File: src/hdl/bridge_window_pkg.sv
// constants, types and register map of the bridge memory window decoder
package bridge_window_pkg;

    // ****************************************************************
    // widths
    // ****************************************************************
    localparam int ADDR_W = 40;
    localparam int BLOCK_BITS = 20;
    localparam int FIELD_W = 12;
    localparam int FIELD_LSB = 4;
    localparam int HIGH_W = 32;
    localparam int HIGH_USED_W = ADDR_W - 32;
    localparam int TOP_W = ADDR_W - BLOCK_BITS;

    // ****************************************************************
    // configuration offsets (byte addresses)
    // ****************************************************************
    localparam logic [7:0] OFS_NONPREFETCH_BASE = 8'h20;
    localparam logic [7:0] OFS_NONPREFETCH_LIMIT = 8'h22;
    localparam logic [7:0] OFS_PREFETCH_BASE_LOW = 8'h24;
    localparam logic [7:0] OFS_PREFETCH_LIMIT_LOW = 8'h26;
    localparam logic [7:0] OFS_PREFETCH_BASE_HIGH = 8'h28;
    localparam logic [7:0] OFS_PREFETCH_LIMIT_HIGH = 8'h2C;

    // ****************************************************************
    // reset values and read-only nibbles
    // ****************************************************************
    localparam logic [15:0] NONPREFETCH_BASE_RST = 16'hFFF0;
    localparam logic [15:0] NONPREFETCH_LIMIT_RST = 16'h0000;
    localparam logic [15:0] PREFETCH_BASE_LOW_RST = 16'hFFF1;
    localparam logic [15:0] PREFETCH_LIMIT_LOW_RST = 16'h0001;
    localparam logic [31:0] PREFETCH_HIGH_RST = 32'h0000_0000;
    localparam logic [3:0] NONPREFETCH_TYPE = 4'h0;
    localparam logic [3:0] PREFETCH_TYPE_64 = 4'h1;
    localparam logic [31:0] UNMAPPED_READ = 32'h0000_0000;

    // ****************************************************************
    // carriers
    // ****************************************************************
    typedef enum logic [1:0] {
        ROUTE_LOCAL,
        ROUTE_NONPREFETCH,
        ROUTE_PREFETCH
    } route_t;

    typedef struct packed {
        logic valid;
        logic write;
        logic [7:0] offset;
        logic [3:0] byte_en;
        logic [31:0] wdata;
    } cfg_req_t;

    typedef struct packed {
        logic valid;
        logic [31:0] rdata;
    } cfg_rsp_t;

    typedef struct packed {
        logic valid;
        logic [ADDR_W-1:0] addr;
    } mem_req_t;

    typedef struct packed {
        logic valid;
        route_t route;
        logic [ADDR_W-1:0] addr;
    } mem_route_t;

endpackage

File: src/hdl/window_match.sv
// inclusive address window compare on 1 MB granules
`timescale 1ns/1ps
module window_match #(
    parameter int ADDR_W = 40,
    parameter int BLOCK_BITS = 20
) (
    // request address
    input wire logic [ADDR_W-1:0] addr,
    // window bounds, address bits above the 1 MB granule
    input wire logic [ADDR_W-BLOCK_BITS-1:0] base_top,
    input wire logic [ADDR_W-BLOCK_BITS-1:0] limit_top,
    // result
    output logic hit
);
    wire [ADDR_W-1:0] base_full;
    wire [ADDR_W-1:0] limit_full;
    wire above_base;
    wire below_limit;

    // base granule starts at offset zero
    assign base_full = {base_top, {BLOCK_BITS{1'b0}}};
    // limit granule runs to its last byte
    assign limit_full = {limit_top, {BLOCK_BITS{1'b1}}};
    assign above_base = addr >= base_full;
    assign below_limit = addr <= limit_full;
    // an inverted window (base above limit) never hits
    assign hit = above_base && below_limit;
endmodule

File: src/hdl/bridge_memory_window_decode.sv
// memory window decoder of the virtual bridge to the graphics express port
//
// What this block does
// - non-prefetchable hit when base <= address <= limit
// - base fields hold A[31:20], low bits zero
// - limit low twenty address bits read as ones
// - non-prefetchable low nibble reads zero, ignores writes
// - prefetchable hit on full-width inclusive compare
// - prefetch A[39:32] from upper registers low byte
// - prefetch base low nibble reads 1h
// - prefetch limit low nibble reads 1h
// - upper base register fully writable, resets zero
// - upper limit register fully writable, resets zero
`timescale 1ns/1ps
module bridge_memory_window_decode (
    // clock, reset, enable
    input wire logic ref_clk,
    input wire logic arst_n,
    input wire logic clk_en,
    // configuration space access
    input wire bridge_window_pkg::cfg_req_t cfg_req,
    output bridge_window_pkg::cfg_rsp_t cfg_rsp,
    // processor memory requests
    input wire bridge_window_pkg::mem_req_t mem_req,
    output bridge_window_pkg::mem_route_t mem_route
);
    import bridge_window_pkg::*;

    // ****************************************************************
    // helpers
    // ****************************************************************

    // byte-lane update of a 12-bit field living in bits 15:4 of a half word
    function automatic logic [FIELD_W-1:0] merge_field(
        input logic [FIELD_W-1:0] old_val,
        input logic [15:0] wdata,
        input logic [1:0] be
    );
        logic [FIELD_W-1:0] res;
        res = old_val;
        if (be[0]) begin
            res[3:0] = wdata[7:FIELD_LSB];
        end
        if (be[1]) begin
            res[FIELD_W-1:4] = wdata[15:8];
        end
        return res;
    endfunction

    // byte-lane update of a full word
    function automatic logic [31:0] merge_word(
        input logic [31:0] old_val,
        input logic [31:0] wdata,
        input logic [3:0] be
    );
        logic [31:0] res;
        res = old_val;
        for (int i = 0; i < 4; i++) begin
            if (be[i]) begin
                res[8*i +: 8] = wdata[8*i +: 8];
            end
        end
        return res;
    endfunction

    // does the request's dword offset match a register's offset
    function automatic logic dword_hit(input logic [7:0] ofs, input logic [7:0] reg_ofs);
        return ofs[7:2] == reg_ofs[7:2];
    endfunction

    // does a write enable either byte of the chosen half word
    function automatic logic half_enabled(input logic [3:0] be, input logic upper);
        return upper ? (be[3:2] != 2'h0) : (be[1:0] != 2'h0);
    endfunction

    // ****************************************************************
    // configuration decode
    // ****************************************************************
    wire cfg_wr;
    wire cfg_rd_take;
    wire sel_np_dword;
    wire sel_pf_low_dword;
    wire sel_pf_base_high;
    wire sel_pf_limit_high;
    wire wr_np_base;
    wire wr_np_limit;
    wire wr_pf_base_low;
    wire wr_pf_limit_low;
    wire wr_pf_base_high;
    wire wr_pf_limit_high;

    assign cfg_wr = cfg_req.valid && cfg_req.write;
    assign cfg_rd_take = cfg_req.valid && !cfg_req.write;
    assign sel_np_dword = dword_hit(cfg_req.offset, OFS_NONPREFETCH_BASE);
    assign sel_pf_low_dword = dword_hit(cfg_req.offset, OFS_PREFETCH_BASE_LOW);
    assign sel_pf_base_high = dword_hit(cfg_req.offset, OFS_PREFETCH_BASE_HIGH);
    assign sel_pf_limit_high = dword_hit(cfg_req.offset, OFS_PREFETCH_LIMIT_HIGH);

    // base sits in the low half of its dword, limit in the high half
    // a half word with no byte enabled keeps its register untouched
    assign wr_np_base = cfg_wr && sel_np_dword && half_enabled(cfg_req.byte_en, 1'b0);
    assign wr_np_limit = cfg_wr && sel_np_dword && half_enabled(cfg_req.byte_en, 1'b1);
    assign wr_pf_base_low = cfg_wr && sel_pf_low_dword && half_enabled(cfg_req.byte_en, 1'b0);
    assign wr_pf_limit_low = cfg_wr && sel_pf_low_dword && half_enabled(cfg_req.byte_en, 1'b1);
    assign wr_pf_base_high = cfg_wr && sel_pf_base_high && (cfg_req.byte_en != 4'h0);
    assign wr_pf_limit_high = cfg_wr && sel_pf_limit_high && (cfg_req.byte_en != 4'h0);

    // ****************************************************************
    // window registers
    // ****************************************************************
    // only the writable fields are stored; the low nibbles are constants,
    // so no write can ever reach them
    logic [FIELD_W-1:0] np_base_q;
    logic [FIELD_W-1:0] np_limit_q;
    logic [FIELD_W-1:0] pf_base_low_q;
    logic [FIELD_W-1:0] pf_limit_low_q;
    logic [HIGH_W-1:0] pf_base_high_q;
    logic [HIGH_W-1:0] pf_limit_high_q;
    logic [FIELD_W-1:0] np_base_d;
    logic [FIELD_W-1:0] np_limit_d;
    logic [FIELD_W-1:0] pf_base_low_d;
    logic [FIELD_W-1:0] pf_limit_low_d;
    logic [HIGH_W-1:0] pf_base_high_d;
    logic [HIGH_W-1:0] pf_limit_high_d;

    assign np_base_d = wr_np_base ?
        merge_field(np_base_q, cfg_req.wdata[15:0], cfg_req.byte_en[1:0]) : np_base_q;
    assign np_limit_d = wr_np_limit ?
        merge_field(np_limit_q, cfg_req.wdata[31:16], cfg_req.byte_en[3:2]) : np_limit_q;
    assign pf_base_low_d = wr_pf_base_low ?
        merge_field(pf_base_low_q, cfg_req.wdata[15:0], cfg_req.byte_en[1:0]) : pf_base_low_q;
    assign pf_limit_low_d = wr_pf_limit_low ?
        merge_field(pf_limit_low_q, cfg_req.wdata[31:16], cfg_req.byte_en[3:2]) : pf_limit_low_q;
    assign pf_base_high_d = wr_pf_base_high ?
        merge_word(pf_base_high_q, cfg_req.wdata, cfg_req.byte_en) : pf_base_high_q;
    assign pf_limit_high_d = wr_pf_limit_high ?
        merge_word(pf_limit_high_q, cfg_req.wdata, cfg_req.byte_en) : pf_limit_high_q;

    // one short flop per register keeps each reset value beside its field
    always_ff @(posedge ref_clk or negedge arst_n) begin
        if (!arst_n) begin
            np_base_q <= NONPREFETCH_BASE_RST[15:FIELD_LSB];
        end else if (clk_en) begin
            np_base_q <= np_base_d;
        end
    end

    always_ff @(posedge ref_clk or negedge arst_n) begin
        if (!arst_n) begin
            np_limit_q <= NONPREFETCH_LIMIT_RST[15:FIELD_LSB];
        end else if (clk_en) begin
            np_limit_q <= np_limit_d;
        end
    end

    always_ff @(posedge ref_clk or negedge arst_n) begin
        if (!arst_n) begin
            pf_base_low_q <= PREFETCH_BASE_LOW_RST[15:FIELD_LSB];
        end else if (clk_en) begin
            pf_base_low_q <= pf_base_low_d;
        end
    end

    always_ff @(posedge ref_clk or negedge arst_n) begin
        if (!arst_n) begin
            pf_limit_low_q <= PREFETCH_LIMIT_LOW_RST[15:FIELD_LSB];
        end else if (clk_en) begin
            pf_limit_low_q <= pf_limit_low_d;
        end
    end

    always_ff @(posedge ref_clk or negedge arst_n) begin
        if (!arst_n) begin
            pf_base_high_q <= PREFETCH_HIGH_RST;
        end else if (clk_en) begin
            pf_base_high_q <= pf_base_high_d;
        end
    end

    always_ff @(posedge ref_clk or negedge arst_n) begin
        if (!arst_n) begin
            pf_limit_high_q <= PREFETCH_HIGH_RST;
        end else if (clk_en) begin
            pf_limit_high_q <= pf_limit_high_d;
        end
    end

    // ****************************************************************
    // configuration read
    // ****************************************************************
    wire [15:0] np_base_view;
    wire [15:0] np_limit_view;
    wire [15:0] pf_base_low_view;
    wire [15:0] pf_limit_low_view;
    wire [31:0] read_word;
    logic rsp_valid_q;
    logic [31:0] rsp_rdata_q;
    cfg_rsp_t cfg_rsp_d;

    assign np_base_view = {np_base_q, NONPREFETCH_TYPE};
    assign np_limit_view = {np_limit_q, NONPREFETCH_TYPE};
    assign pf_base_low_view = {pf_base_low_q, PREFETCH_TYPE_64};
    assign pf_limit_low_view = {pf_limit_low_q, PREFETCH_TYPE_64};

    assign read_word = sel_np_dword ? {np_limit_view, np_base_view} :
                       sel_pf_low_dword ? {pf_limit_low_view, pf_base_low_view} :
                       sel_pf_base_high ? pf_base_high_q :
                       sel_pf_limit_high ? pf_limit_high_q :
                       UNMAPPED_READ;

    // reads answer one cycle later with the whole dword; writes are not answered
    assign cfg_rsp_d.valid = cfg_rd_take;
    assign cfg_rsp_d.rdata = cfg_rd_take ? read_word : rsp_rdata_q;

    // valid is high for one enabled cycle per read, and holds while clk_en is low
    always_ff @(posedge ref_clk or negedge arst_n) begin
        if (!arst_n) begin
            rsp_valid_q <= 1'b0;
        end else if (clk_en) begin
            rsp_valid_q <= cfg_rsp_d.valid;
        end
    end

    // rdata outlives the pulse so a late reader still sees the last answer
    always_ff @(posedge ref_clk or negedge arst_n) begin
        if (!arst_n) begin
            rsp_rdata_q <= 32'h0000_0000;
        end else if (clk_en) begin
            rsp_rdata_q <= cfg_rsp_d.rdata;
        end
    end

    assign cfg_rsp = '{valid: rsp_valid_q, rdata: rsp_rdata_q};

    // ****************************************************************
    // window bounds
    // ****************************************************************
    wire [TOP_W-1:0] np_base_top;
    wire [TOP_W-1:0] np_limit_top;
    wire [TOP_W-1:0] pf_base_top;
    wire [TOP_W-1:0] pf_limit_top;
    wire [HIGH_USED_W-1:0] pf_base_upper;
    wire [HIGH_USED_W-1:0] pf_limit_upper;
    wire np_hit;
    wire pf_hit;

    // the non-prefetchable window lives below 4 GB, so its upper bits are zero
    assign np_base_top = {{HIGH_USED_W{1'b0}}, np_base_q};
    assign np_limit_top = {{HIGH_USED_W{1'b0}}, np_limit_q};
    // upper bits beyond the address width are stored but never compared
    assign pf_base_upper = pf_base_high_q[HIGH_USED_W-1:0];
    assign pf_limit_upper = pf_limit_high_q[HIGH_USED_W-1:0];
    assign pf_base_top = {pf_base_upper, pf_base_low_q};
    assign pf_limit_top = {pf_limit_upper, pf_limit_low_q};

    window_match #(
        .ADDR_W(ADDR_W),
        .BLOCK_BITS(BLOCK_BITS)
    ) u_np_match (
        .addr(mem_req.addr),
        .base_top(np_base_top),
        .limit_top(np_limit_top),
        .hit(np_hit)
    );

    window_match #(
        .ADDR_W(ADDR_W),
        .BLOCK_BITS(BLOCK_BITS)
    ) u_pf_match (
        .addr(mem_req.addr),
        .base_top(pf_base_top),
        .limit_top(pf_limit_top),
        .hit(pf_hit)
    );

    // ****************************************************************
    // routing decision
    // ****************************************************************
    // overlapping windows are a software fault; the non-prefetchable
    // window wins so the result is at least deterministic
    route_t route_sel;
    mem_route_t mem_route_q;
    mem_route_t mem_route_d;

    assign route_sel = np_hit ? ROUTE_NONPREFETCH :
                       pf_hit ? ROUTE_PREFETCH :
                       ROUTE_LOCAL;

    assign mem_route_d.valid = mem_req.valid;
    assign mem_route_d.route = mem_req.valid ? route_sel : ROUTE_LOCAL;
    assign mem_route_d.addr = mem_req.valid ? mem_req.addr : mem_route_q.addr;

    always_ff @(posedge ref_clk or negedge arst_n) begin
        if (!arst_n) begin
            mem_route_q <= '{valid: 1'b0, route: ROUTE_LOCAL, addr: '0};
        end else if (clk_en) begin
            mem_route_q <= mem_route_d;
        end
    end

    assign mem_route = mem_route_q;
endmodule

File: config.mk
export PLATFORM = sky130hd
export DESIGN_NAME = bridge_memory_window_decode
export DESIGN_NICKNAME = d
export VERILOG_FILES = /design/src/hdl/bridge_window_pkg.sv /design/src/hdl/window_match.sv /design/src/hdl/bridge_memory_window_decode.sv
export SDC_FILE = /design/constraint.sdc
export NUM_CORES = 1
export LEC_CHECK = 0
export ABC_AREA = 1
export BUFFER_PORTS_ARGS = -buffer_cell sky130_fd_sc_hd__buf_2
export CAP_MARGIN = 0
export CORE_MARGIN = 2
export CORE_UTILIZATION = 45
export CTS_CLUSTER_DIAMETER = 150
export DETAILED_ROUTE_END_ITERATION = 8
export GPL_TIMING_DRIVEN = 0
export PLACE_DENSITY = 0.74
export SLEW_MARGIN = 5
export SYNTH_ARGS = -nofsm -noshare
export SYNTH_HDL_FRONTEND = slang
export SYNTH_SLANG_ARGS = --single-unit
File: constraint.sdc
create_clock -name ref_clk -period 3.62 [get_ports ref_clk]
set_input_delay 0.362 -clock ref_clk [delete_from_list [all_inputs] [get_ports ref_clk]]
set_output_delay 0.362 -clock ref_clk [all_outputs]
set_load 0.01 [all_outputs]
* Word-level counts from Yosys, hierarchy flattened *
Cells that the tools add are included.

cells by class
  $lt $le $gt $ge = 4
  equal/unequal tests = 4
  muxes and demuxes = 7
  reductions and logical operators = 36

operators with widths
  kind                                                 count
  2-to-1 mux 32 bit                                    4
  AND reduction 3 bit                                  16
  >= comparator 40 x 32 -> 1 bit                       1
  >= comparator 40 bit                                 1
  <= comparator 40 x 32 -> 1 bit                       1
  <= comparator 40 bit                                 1
  equality test 6 x 4 -> 1 bit, second input constant  4
  logical AND 1 bit                                    14
  2-to-1 mux 2 bit                                     3
  AND reduction 2 bit                                  2
  nonzero test 2 bit                                   2
  nonzero test 4 bit                                   1
  zero test 1 bit                                      1

word-level totals
  register bits after elaboration = 188
  input bits = 90
  output and inout port bits = 76
  word-level logic and storage cells = 72

* Depth between registers and ports, before layout *
Gate-level depths: netlist (run 1).

  word-level depth = 5
  mapped depth = 13

* Modules after synthesis *
Synthesis (run 1) repeated with hierarchy kept, for this count alone.

unflattened totals
  cell total of the unflattened synthesis = 1312
  area total of the unflattened synthesis = 10682.7 um^2

modules (own cells, without submodules)
  module                       instances  cells an instance  area each (um^2)
  bridge_memory_window_decode  1          870                8175.3
  window_match                 2          221                1253.7

* Worst setup path before layout (run 1) *
Ideal clock, no wire load.

  kind = register to register
  from = register np_base_q[11]
  to = register mem_route_q (netlist bit mem_route[41])
  library setup time = 0.126 ns
  data arrival time = 1.506 ns
  data required time = 3.494 ns
  slack = 1.988 ns
  stages on the path, launching flop included = 12
  path buffers = 0
  clock period less this slack = 1.632 ns
  cell sequence = dfstp_2 -> inv_1 -> ha_1 -> nand2_1 -> nor2_1 -> nand2_1 -> nor3_1 -> nand3_1 -> nand2_1 -> nand2_1 -> nand2_1 -> o21ai_0

on the way
  longest elaborated chain between the ends = 4

ends and longest elaborated chain
  item                            line                                RTL
  start, declared                 bridge_memory_window_decode.sv:113  logic [FIELD_W-1:0] np_base_q;
  start signal, assigned          bridge_memory_window_decode.sv:142  np_base_q <= NONPREFETCH_BASE_RST[15:FIELD_LSB];
  start signal, assigned          bridge_memory_window_decode.sv:144  np_base_q <= np_base_d;
  >= comparator 40 x 32 -> 1 bit  window_match.sv:24                  assign above_base = addr >= base_full;
  logical AND 1 bit               window_match.sv:27                  assign hit = above_base && below_limit;
  2-to-1 mux 2 bit                bridge_memory_window_decode.sv:285  assign route_sel = np_hit ? ROUTE_NONPREFETCH :
  2-to-1 mux 2 bit                bridge_memory_window_decode.sv:290  assign mem_route_d.route = mem_req.valid ? route_sel : ROUTE_LOCAL;
  end signal, assigned            bridge_memory_window_decode.sv:295  mem_route_q <= '{valid: 1'b0, route: ROUTE_LOCAL, addr: '0};
  end signal, assigned            bridge_memory_window_decode.sv:297  mem_route_q <= mem_route_d;
  end, declared                   bridge_memory_window_decode.sv:282  mem_route_t mem_route_q;

Every way passes these cells.
A chain may end at the register's enable or synchronous reset.

* Final worst setup path (run 1) *
Same ends and word-level chain as after synthesis.

==> results of run 1 <==
[logic make-up (layout without fill, tap and decap cells)]
kind of cell             after synthesis  in the layout  share of synthesized area, %
AND/OR/NAND/NOR                      513            513                         21.42
adder cells (fa/ha/maj)               64             64                         8.385
flip-flops                           188            188                         49.57
AO/OA/AOI/OAI                        230            230                         13.13
buffers and inverters                187            384                         7.494
[stage by stage]
stage	hold slack, ps	utilization, %
after floorplan	66.41	-
after global placement	457.1	51.11
after detailed placement	394.8	51.29
after CTS	144.7	54.05
after global routing	182.7	54.05
final	158.8	54.05
[routing by layer]
layer	part of all wire, %	vias to the layer above
met5	0.049	-
met4	2.2	2
met3	7.8	49
met2	47	328
met1	43	4020
li1	-	4174
[cell type report]
class | instances | share of cell area (%)
sequential | 188 | 41.80
multi-input combinational | 807 | 36.20
buffer | 36 | 1.315
tap | 275 | 3.038
clock buffer | 25 | 4.198
timing repair buffer | 165 | 7.623
inverter | 151 | 5.004
clock inverter | 7 | 0.8175
[worst max-delay path, delay by kind of cell, from the launching register on]
family	cells	cell delay, ps
and+or+nand+nor	8	900
DFF	1	550
adders and majority gates	1	290
AOI/OAI and AO/OA	1	70
buffers and inverters	1	50
[registers in the layout (all words and copies together) (netlist names)]
name,flops
pf_limit_high_q,32
np_base_q,12
pf_base_low_q,12
mem_route,43
np_limit_q,12
rsp_rdata_q,32
rsp_valid_q,1
pf_base_high_q,32
pf_limit_low_q,12
[synthesized netlist by cell type (2+ instances only)]
cell type	number	share of area, %
nand3_2	4	0.42
nand2_1	399	16
nand2_2	2	0.13
o31ai_1	3	0.24
inv_2	5	0.20
dfstp_2	24	6.6
a21oi_1	57	3.0
buf_1	3	0.12
nand4_1	5	0.33
inv_1	146	5.7
o21ai_1	20	1.0
buf_2	8	0.42
o21ai_0	119	6.2
a41oi_1	20	1.8
clkbuf_1	24	0.94
nor2_2	2	0.13
nor2_1	74	2.9
nor3_1	7	0.37
a21o_1	4	0.31
nand3_1	14	0.73
ha_1	64	8.4
o22ai_1	5	0.33
dfrtp_1	164	43
[report_power, final]
part | switching [mW] | total (mW) | leakage, nW | internal [mW]
Clock | 0.783 | 1.84 | 0.267 | 1.05
Combinational | 0.394 | 0.637 | 2.86 | 0.243
Sequential | 0.0811 | 2.32 | 2.42 | 2.24
Total | 1.26 | 4.80 | 5.55 | 3.54
[cells in the final DEF (no fill, tap or decap), types with 2 or more instances in the layout]
cell type / instances
nand2_2: 2
clkbuf_1: 30
dfrtp_1: 164
clkbuf_16: 17
nand4_1: 5
nand2_1: 399
dfstp_2: 24
nand3_1: 14
nor2_1: 74
inv_2: 5
a41oi_1: 20
a21o_1: 4
buf_1: 3
inv_1: 146
o21ai_1: 20
clkinv_2: 2
clkbuf_8: 2
buf_2: 170
nor3_1: 7
bufinv_16: 2
clkinvlp_4: 3
nand3_2: 4
o22ai_1: 5
o31ai_1: 3
a21oi_1: 57
ha_1: 64
nor2_2: 2
o21ai_0: 119
[how the worst max path moves through the flow]
stage / startpoint / to / slack, ps / cells after the start
floorplan: np_base_q[11]$_DFFE_PN1P_ / mem_route[41]$_DFFE_PN0P_ / 1990 / 11
global placement: arst_n / rsp_rdata_q[16]$_DFFE_PN0P_ / -850 / 1
detailed placement: cfg_req[43] / rsp_rdata_q[27]$_DFFE_PN0P_ / 1350 / 7
CTS: np_base_q[11]$_DFFE_PN1P_ / mem_route[41]$_DFFE_PN0P_ / 1680 / 11
global route: np_base_q[11]$_DFFE_PN1P_ / mem_route[41]$_DFFE_PN0P_ / 1510 / 11
finish: np_base_q[11]$_DFFE_PN1P_ / mem_route[41]$_DFFE_PN0P_ / 1650 / 11
[repair_timing]
action,CTS,global route
gates resized for setup,0,0
setup buffers,0,0
setup endpoints to repair,0,0
hold buffers,1,0
hold endpoints to repair,75,0
==> results.md, run 1 <==
- Crit. End Element: flip-flop
- Routed vias: around 8600
- Sequential area share after synthesis: around half
- Outcome: finished clean
- Worst-margin pin slew: 681.6 ps
- IO Pins: 166
- Syn_area_per_cell: approximately 8.1 um2
- Largest net degree at the start of global routing: 106
- Diodes inserted: 0
- WHS Endpoint: mem_route[18]$_DFFE_PN0P_
- Synth cell types: 32
- Tightest Hold Check Type: primary input to flip-flop
- H-tree depth: 4
- Reg2Reg Setup Slack: around 1700 ps
- Pre-CTS setup slack: between 1000 and 1500 ps
- Initial antenna violation count: 1
- Post-synth EDFFs: 0
- Layout area overhead: 18.59%
- Die area: 0.02240 mm2
- DP HPWL: 20270 um
- Worst Reg2Reg Path Length in Cells: 11
- Cells along the critical path: inv_1, ha_1, nand2_1, nor2_1, nand2_1, nor3_1, nand3_1, nand2_1, nand2_1, nand2_1, o21ai_0
- Startpoint Class: flip-flop
- Worst vdd ir: about 0.32 mV
- Filler cell count: approximately 2000
- Final setup fails: 0
- Initial drt markers: 656
- Clock sink total: between 150 and 200
- Post-Route WL: roughly 26000 um
- Placement Cell Area: ~0.011 mm2
- Met1 GRT Util: about a third
- Grt ovf: 0
- Leak Pwr: approximately 5.5 nW
- Synthesized net count: about 1300
- #FFs+latches synth: roughly 190
- Global-route wire length before repair: between 40000 and 50000 um
- Final Skew: ~8 ps
- ANT nets after route: 0
- Critical R2R Launch: np_base_q[11]$_DFFE_PN1P_
- Non-Filler Cell Area, Final: ~0.011 mm2
- Number of global-route vias before repair: 8295
- Worst path arrival time: around 2300 ps
- Max-cap viol count: 0
- Synth Instances: 1182
- Most used DFF post-synth: dfrtp_1
- Initial Utilization: 45.58%
- Syn Std Cell Area: 0.009550 mm2
- Tcrit/Tclk final: 54.39%
- CP max FO: 3
- Cell Pwr Density: ~420 mW/mm2
- Area of the multi-input gates: between 0.004 and 0.005 mm2
- GRT Total Usage: about a quarter
- Slew Viols, Final: 0
- Hold depth: 3
- Slew margin rel.: a little over half
- Num CTS Buffers: 17
- Clock root buffer: clkbuf_16
- Die Ht: roughly 150 um
- Clk_lat worst skew: roughly 430 ps
- Post-synth ARST share: 100.0%
- Met3 Usage GRT: under 10%
- Clock Path Buffers: 2
- Global placement routability congestion: around 0.92
- Post-route DRC: 0
- Gr busiest metal: met2
- Ys Warns: 0
- Nets@finish: between 1500 and 2000
- Vias/cell: roughly 5.2
- Reg area: around 0.0047 mm2
- Share of layout cells above drive strength 1: between 10% and 20%
- Post-Layout Cell Count: 1654
- Die Wd: 149.7 um
- Final Hold Viols: 0
- Slowest cell on crit path: dfstp_2
- Clock Pin Slew Worst Setup and Hold Paths: ~70 ps
- Routed wire length per instance: ~16 um
- FP Rows: between 50 and 60
- Setup TNS: 0 ps
- Worst path required time: about 3900 ps
- Min-delay src: mem_req[18]
- Reg2reg end: mem_route[41]$_DFFE_PN0P_
- Placed cells: about 1600
- TritonCTS clock tree: yes
- Max Fclk: just over 500 MHz
- 1st-pass router iterations: 5
- GR Layer Usage met2: between 40% and 50%
- Core Box Area: 0.02096 mm2
- Crit path time final: a little under 2000 ps
- CP Class: flip-flop to flip-flop
- Slowest Stage Delay on Critical Path: between 500 and 600 ps
- Cell mode on critical path: nand2_1
- Total Power: about 4.8 mW
- Port bufs: approximately 160
- Setup ws final: approximately 1700 ps
- Unrepaired setup endpoints after global routing: false
Note: power is estimated with default switching activity, not from simulation.
==> run 2, diff against run 1 <==
Settings changed: ABC_AREA 1 to 0.
Clock period 3.62 ns to 2.03 ns, I/O delays scaled along.
==> results.md, run 2 <==
- Outcome: finished with violations
- Failing checks: setup timing
- Layout area overhead: 21.40%
- Nets@finish: 1219
- Num CTS Buffers: 17
- Most used DFF post-synth: dfrtp_1
- 1st-pass router iterations: 5
- TritonCTS clock tree: yes
- Initial Utilization: approximately 46%
- Die Ht: between 100 and 150 um
- Crit path time final: between 2000 and 2500 ps
- Routed wire length per instance: around 20 um
- Synth Instances: 871
- Vias/cell: approximately 5.6
- Max-cap viol count: 0
- Synthesized net count: slightly above 1000
- Most common cell in the netlist: dfrtp_1
- GRT Total Usage: 24.50%
- Die Wd: 149.4 um
- Slowest Stage Delay on Critical Path: approximately 440 ps
- Sequential area share after synthesis: 49.79%
- Leading area contributor after synthesis: dfrtp_1
- FP Rows: 53
- H-tree depth: 4
- Placed cells: around 1300
- Placement Cell Area: between 0.01 and 0.015 mm2
- Port bufs: about 160
- ANT nets after route: 0
- Clock Pin Slew Worst Setup and Hold Paths: 80 ps
- Unrepaired setup endpoints after global routing: true
- Commonest non-fill, non-tap cell in the layout: dfrtp_1
- Post-synth EDFFs: 0
- Buf+Inv Stages, Crit Path: 2
- Ys Warns: 0
- Commonest non-fill, non-tap cells in the layout: dfrtp_1 (164), buf_2 (159), mux2_2 (127)
- Clock Path Buffers: 2
- Post-synth top area share: between 40 and 50%
- DP HPWL: between 15000 and 20000 um
- Pre-CTS setup slack: -917.2 ps
- IO Pins: around 170
- Crit. End Element: flip-flop
- #FFs+latches synth: between 150 and 200
- Critical path's top delay family: compound AO/OA/AOI/OAI gates
- Tcrit/Tclk final: 111.1%
- Clk_lat worst skew: ~440 ps
- CP max FO: 2
- Worst path arrival time: ~2600 ps
- Non-Filler Cell Area, Final: between 0.01 and 0.015 mm2
- Cell Pwr Density: approximately 760 mW/mm2
- Core Box Area: 0.02089 mm2
- Initial drt markers: 550
- Worst vdd ir: 0.6090 mV
- Tightest Hold Check Type: primary input to flip-flop
- Initial antenna violation count: 3
- Leak Pwr: around 5.5 nW
- Clock sink total: about 190
- Syn Std Cell Area: roughly 0.0095 mm2
- Global-route wire length before repair: slightly above 40000 um
- Global placement routability congestion: between 0.8 and 0.9
- Main area contributors after synthesis: dfrtp_1 (43%), mux2_2 (15%), ha_1 (8.4%), dfstp_2 (6.6%), o21ai_0 (4.5%)
- Clock root buffer: clkbuf_16
- Die area: 0.02231 mm2
- Most instantiated cells after synthesis: dfrtp_1 (164), mux2_2 (127), nand2_1 (98)
- Post-route DRC: 0
- Routed vias: around 7600
- Total Power: 8.751 mW
- Worst path required time: 2370 ps
- Slowest cell on crit path: a2111o_1
- Final Hold Viols: 0
- Worst-margin pin slew: 938.3 ps
- Final Skew: around 15 ps
- Grt ovf: 0
- Largest net degree at the start of global routing: 69
- Startpoint Class: flip-flop
- Setup ws final: -225.0 ps
- Max Fclk: 443.5 MHz
- Final setup fails: 2
- Post-Layout Cell Count: ~1400
- Slew margin rel.: 36.87%
- Cells along the critical path: inv_1, ha_1, a21oi_1, o21ai_1, a2111o_1, o32ai_2, o41ai_2, buf_4, o211a_1
- Largest register FFs: 43
- Post-synth ARST share: 100.0%
- Post-Route WL: roughly 27000 um
- Share of layout cells above drive strength 1: a little over a third
- Synth cell types: 47
- Slew Viols, Final: 0
- Number of global-route vias before repair: about 7500
- CP Class: flip-flop to flip-flop
- Syn_area_per_cell: 10.92 um2
run 2: area by class of cell:
type / count / area [um2]
diodes: 1 / 2.502
clock inverters: 12 / 173.9
clock buffers: 20 / 446.7
flip-flops and latches: 188 / 4735
plain buffers: 35 / 140.1
well taps: 275 / 344.1
fillers: 1818 / 9345
repair buffers: 175 / 991.0
multi-input cells: 580 / 4456
inverters: 68 / 255.2
run 2: repair_timing:
| item | CTS | global route |
|---|---|---|
| resized for setup | 8 | 11 |
| hold buffers | 10 | 0 |
| pin swaps | 4 | 4 |
| setup buffers | 3 | 1 |
| endpoints found under the hold margin | 57 | 0 |
| endpoints found under the setup margin | 2 | 40 |
run 2: worst paths after layout:
check / start / endpoint / slack (ps) / depth (start not counted)
max in group asynchronous: arst_n / np_base_q[0]$_DFFE_PN1P_ / 720 / 4
min in group asynchronous: arst_n / rsp_rdata_q[9]$_DFFE_PN0P_ / 270 / 2
setup / recovery: np_limit_q[1]$_DFFE_PN0P_ / mem_route[41]$_DFFE_PN0P_ / -220 / 9
setup reg to reg: np_limit_q[1]$_DFFE_PN0P_ / mem_route[41]$_DFFE_PN0P_ / -220 / 9
hold reg to reg: rsp_rdata_q[19]$_DFFE_PN0P_ / rsp_rdata_q[19]$_DFFE_PN0P_ / 480 / 2
hold / removal: cfg_req[19] / pf_base_high_q[19]$_DFFE_PN0P_ / 10 / 2
run 2: metal layers:
metal	GRT usage, %	part of all wire, %
met1	32.51	43
met2	38.56	46
met3	5.810	7.1
met4	10.33	3.4
met5	0	0.075
run 2: logic make-up after synthesis:
kind of cell,count (synthesis),synth area share [%]
compound gates,180,10.99
simple gates,200,10.42
flops,188,49.79
buf+inv,103,4.118
mux,136,16.26
fa+ha+maj,64,8.421
run 2: worst register-to-register path: stages (launching register included):
cell,delay [ps]
dfrtp_1,400
inv_1,110
ha_1,250
a21oi_1,140
o21ai_1,130
a2111o_1,440
o32ai_2,170
o41ai_2,120
buf_4,170
o211a_1,200
run 2: through the flow:
step	setup TNS, ps	hold slack (ps)	utilization (%)
CTS	-396.8	0.3680	55.08
floorplan	0	-92.59	-
finish	-382.5	14.54	55.26
global placement	-447310	451.8	50.98
detailed placement	-37400	162.0	51.29
global route	-748.7	13.48	55.26
run 2: report_power, final:
part | internal, mW | switching, mW | leakage, nW
Combinational | 0.471 | 0.642 | 2.79
Clock | 2.02 | 1.57 | 0.305
Sequential | 3.96 | 0.0978 | 2.38
Total | 6.44 | 2.31 | 5.48
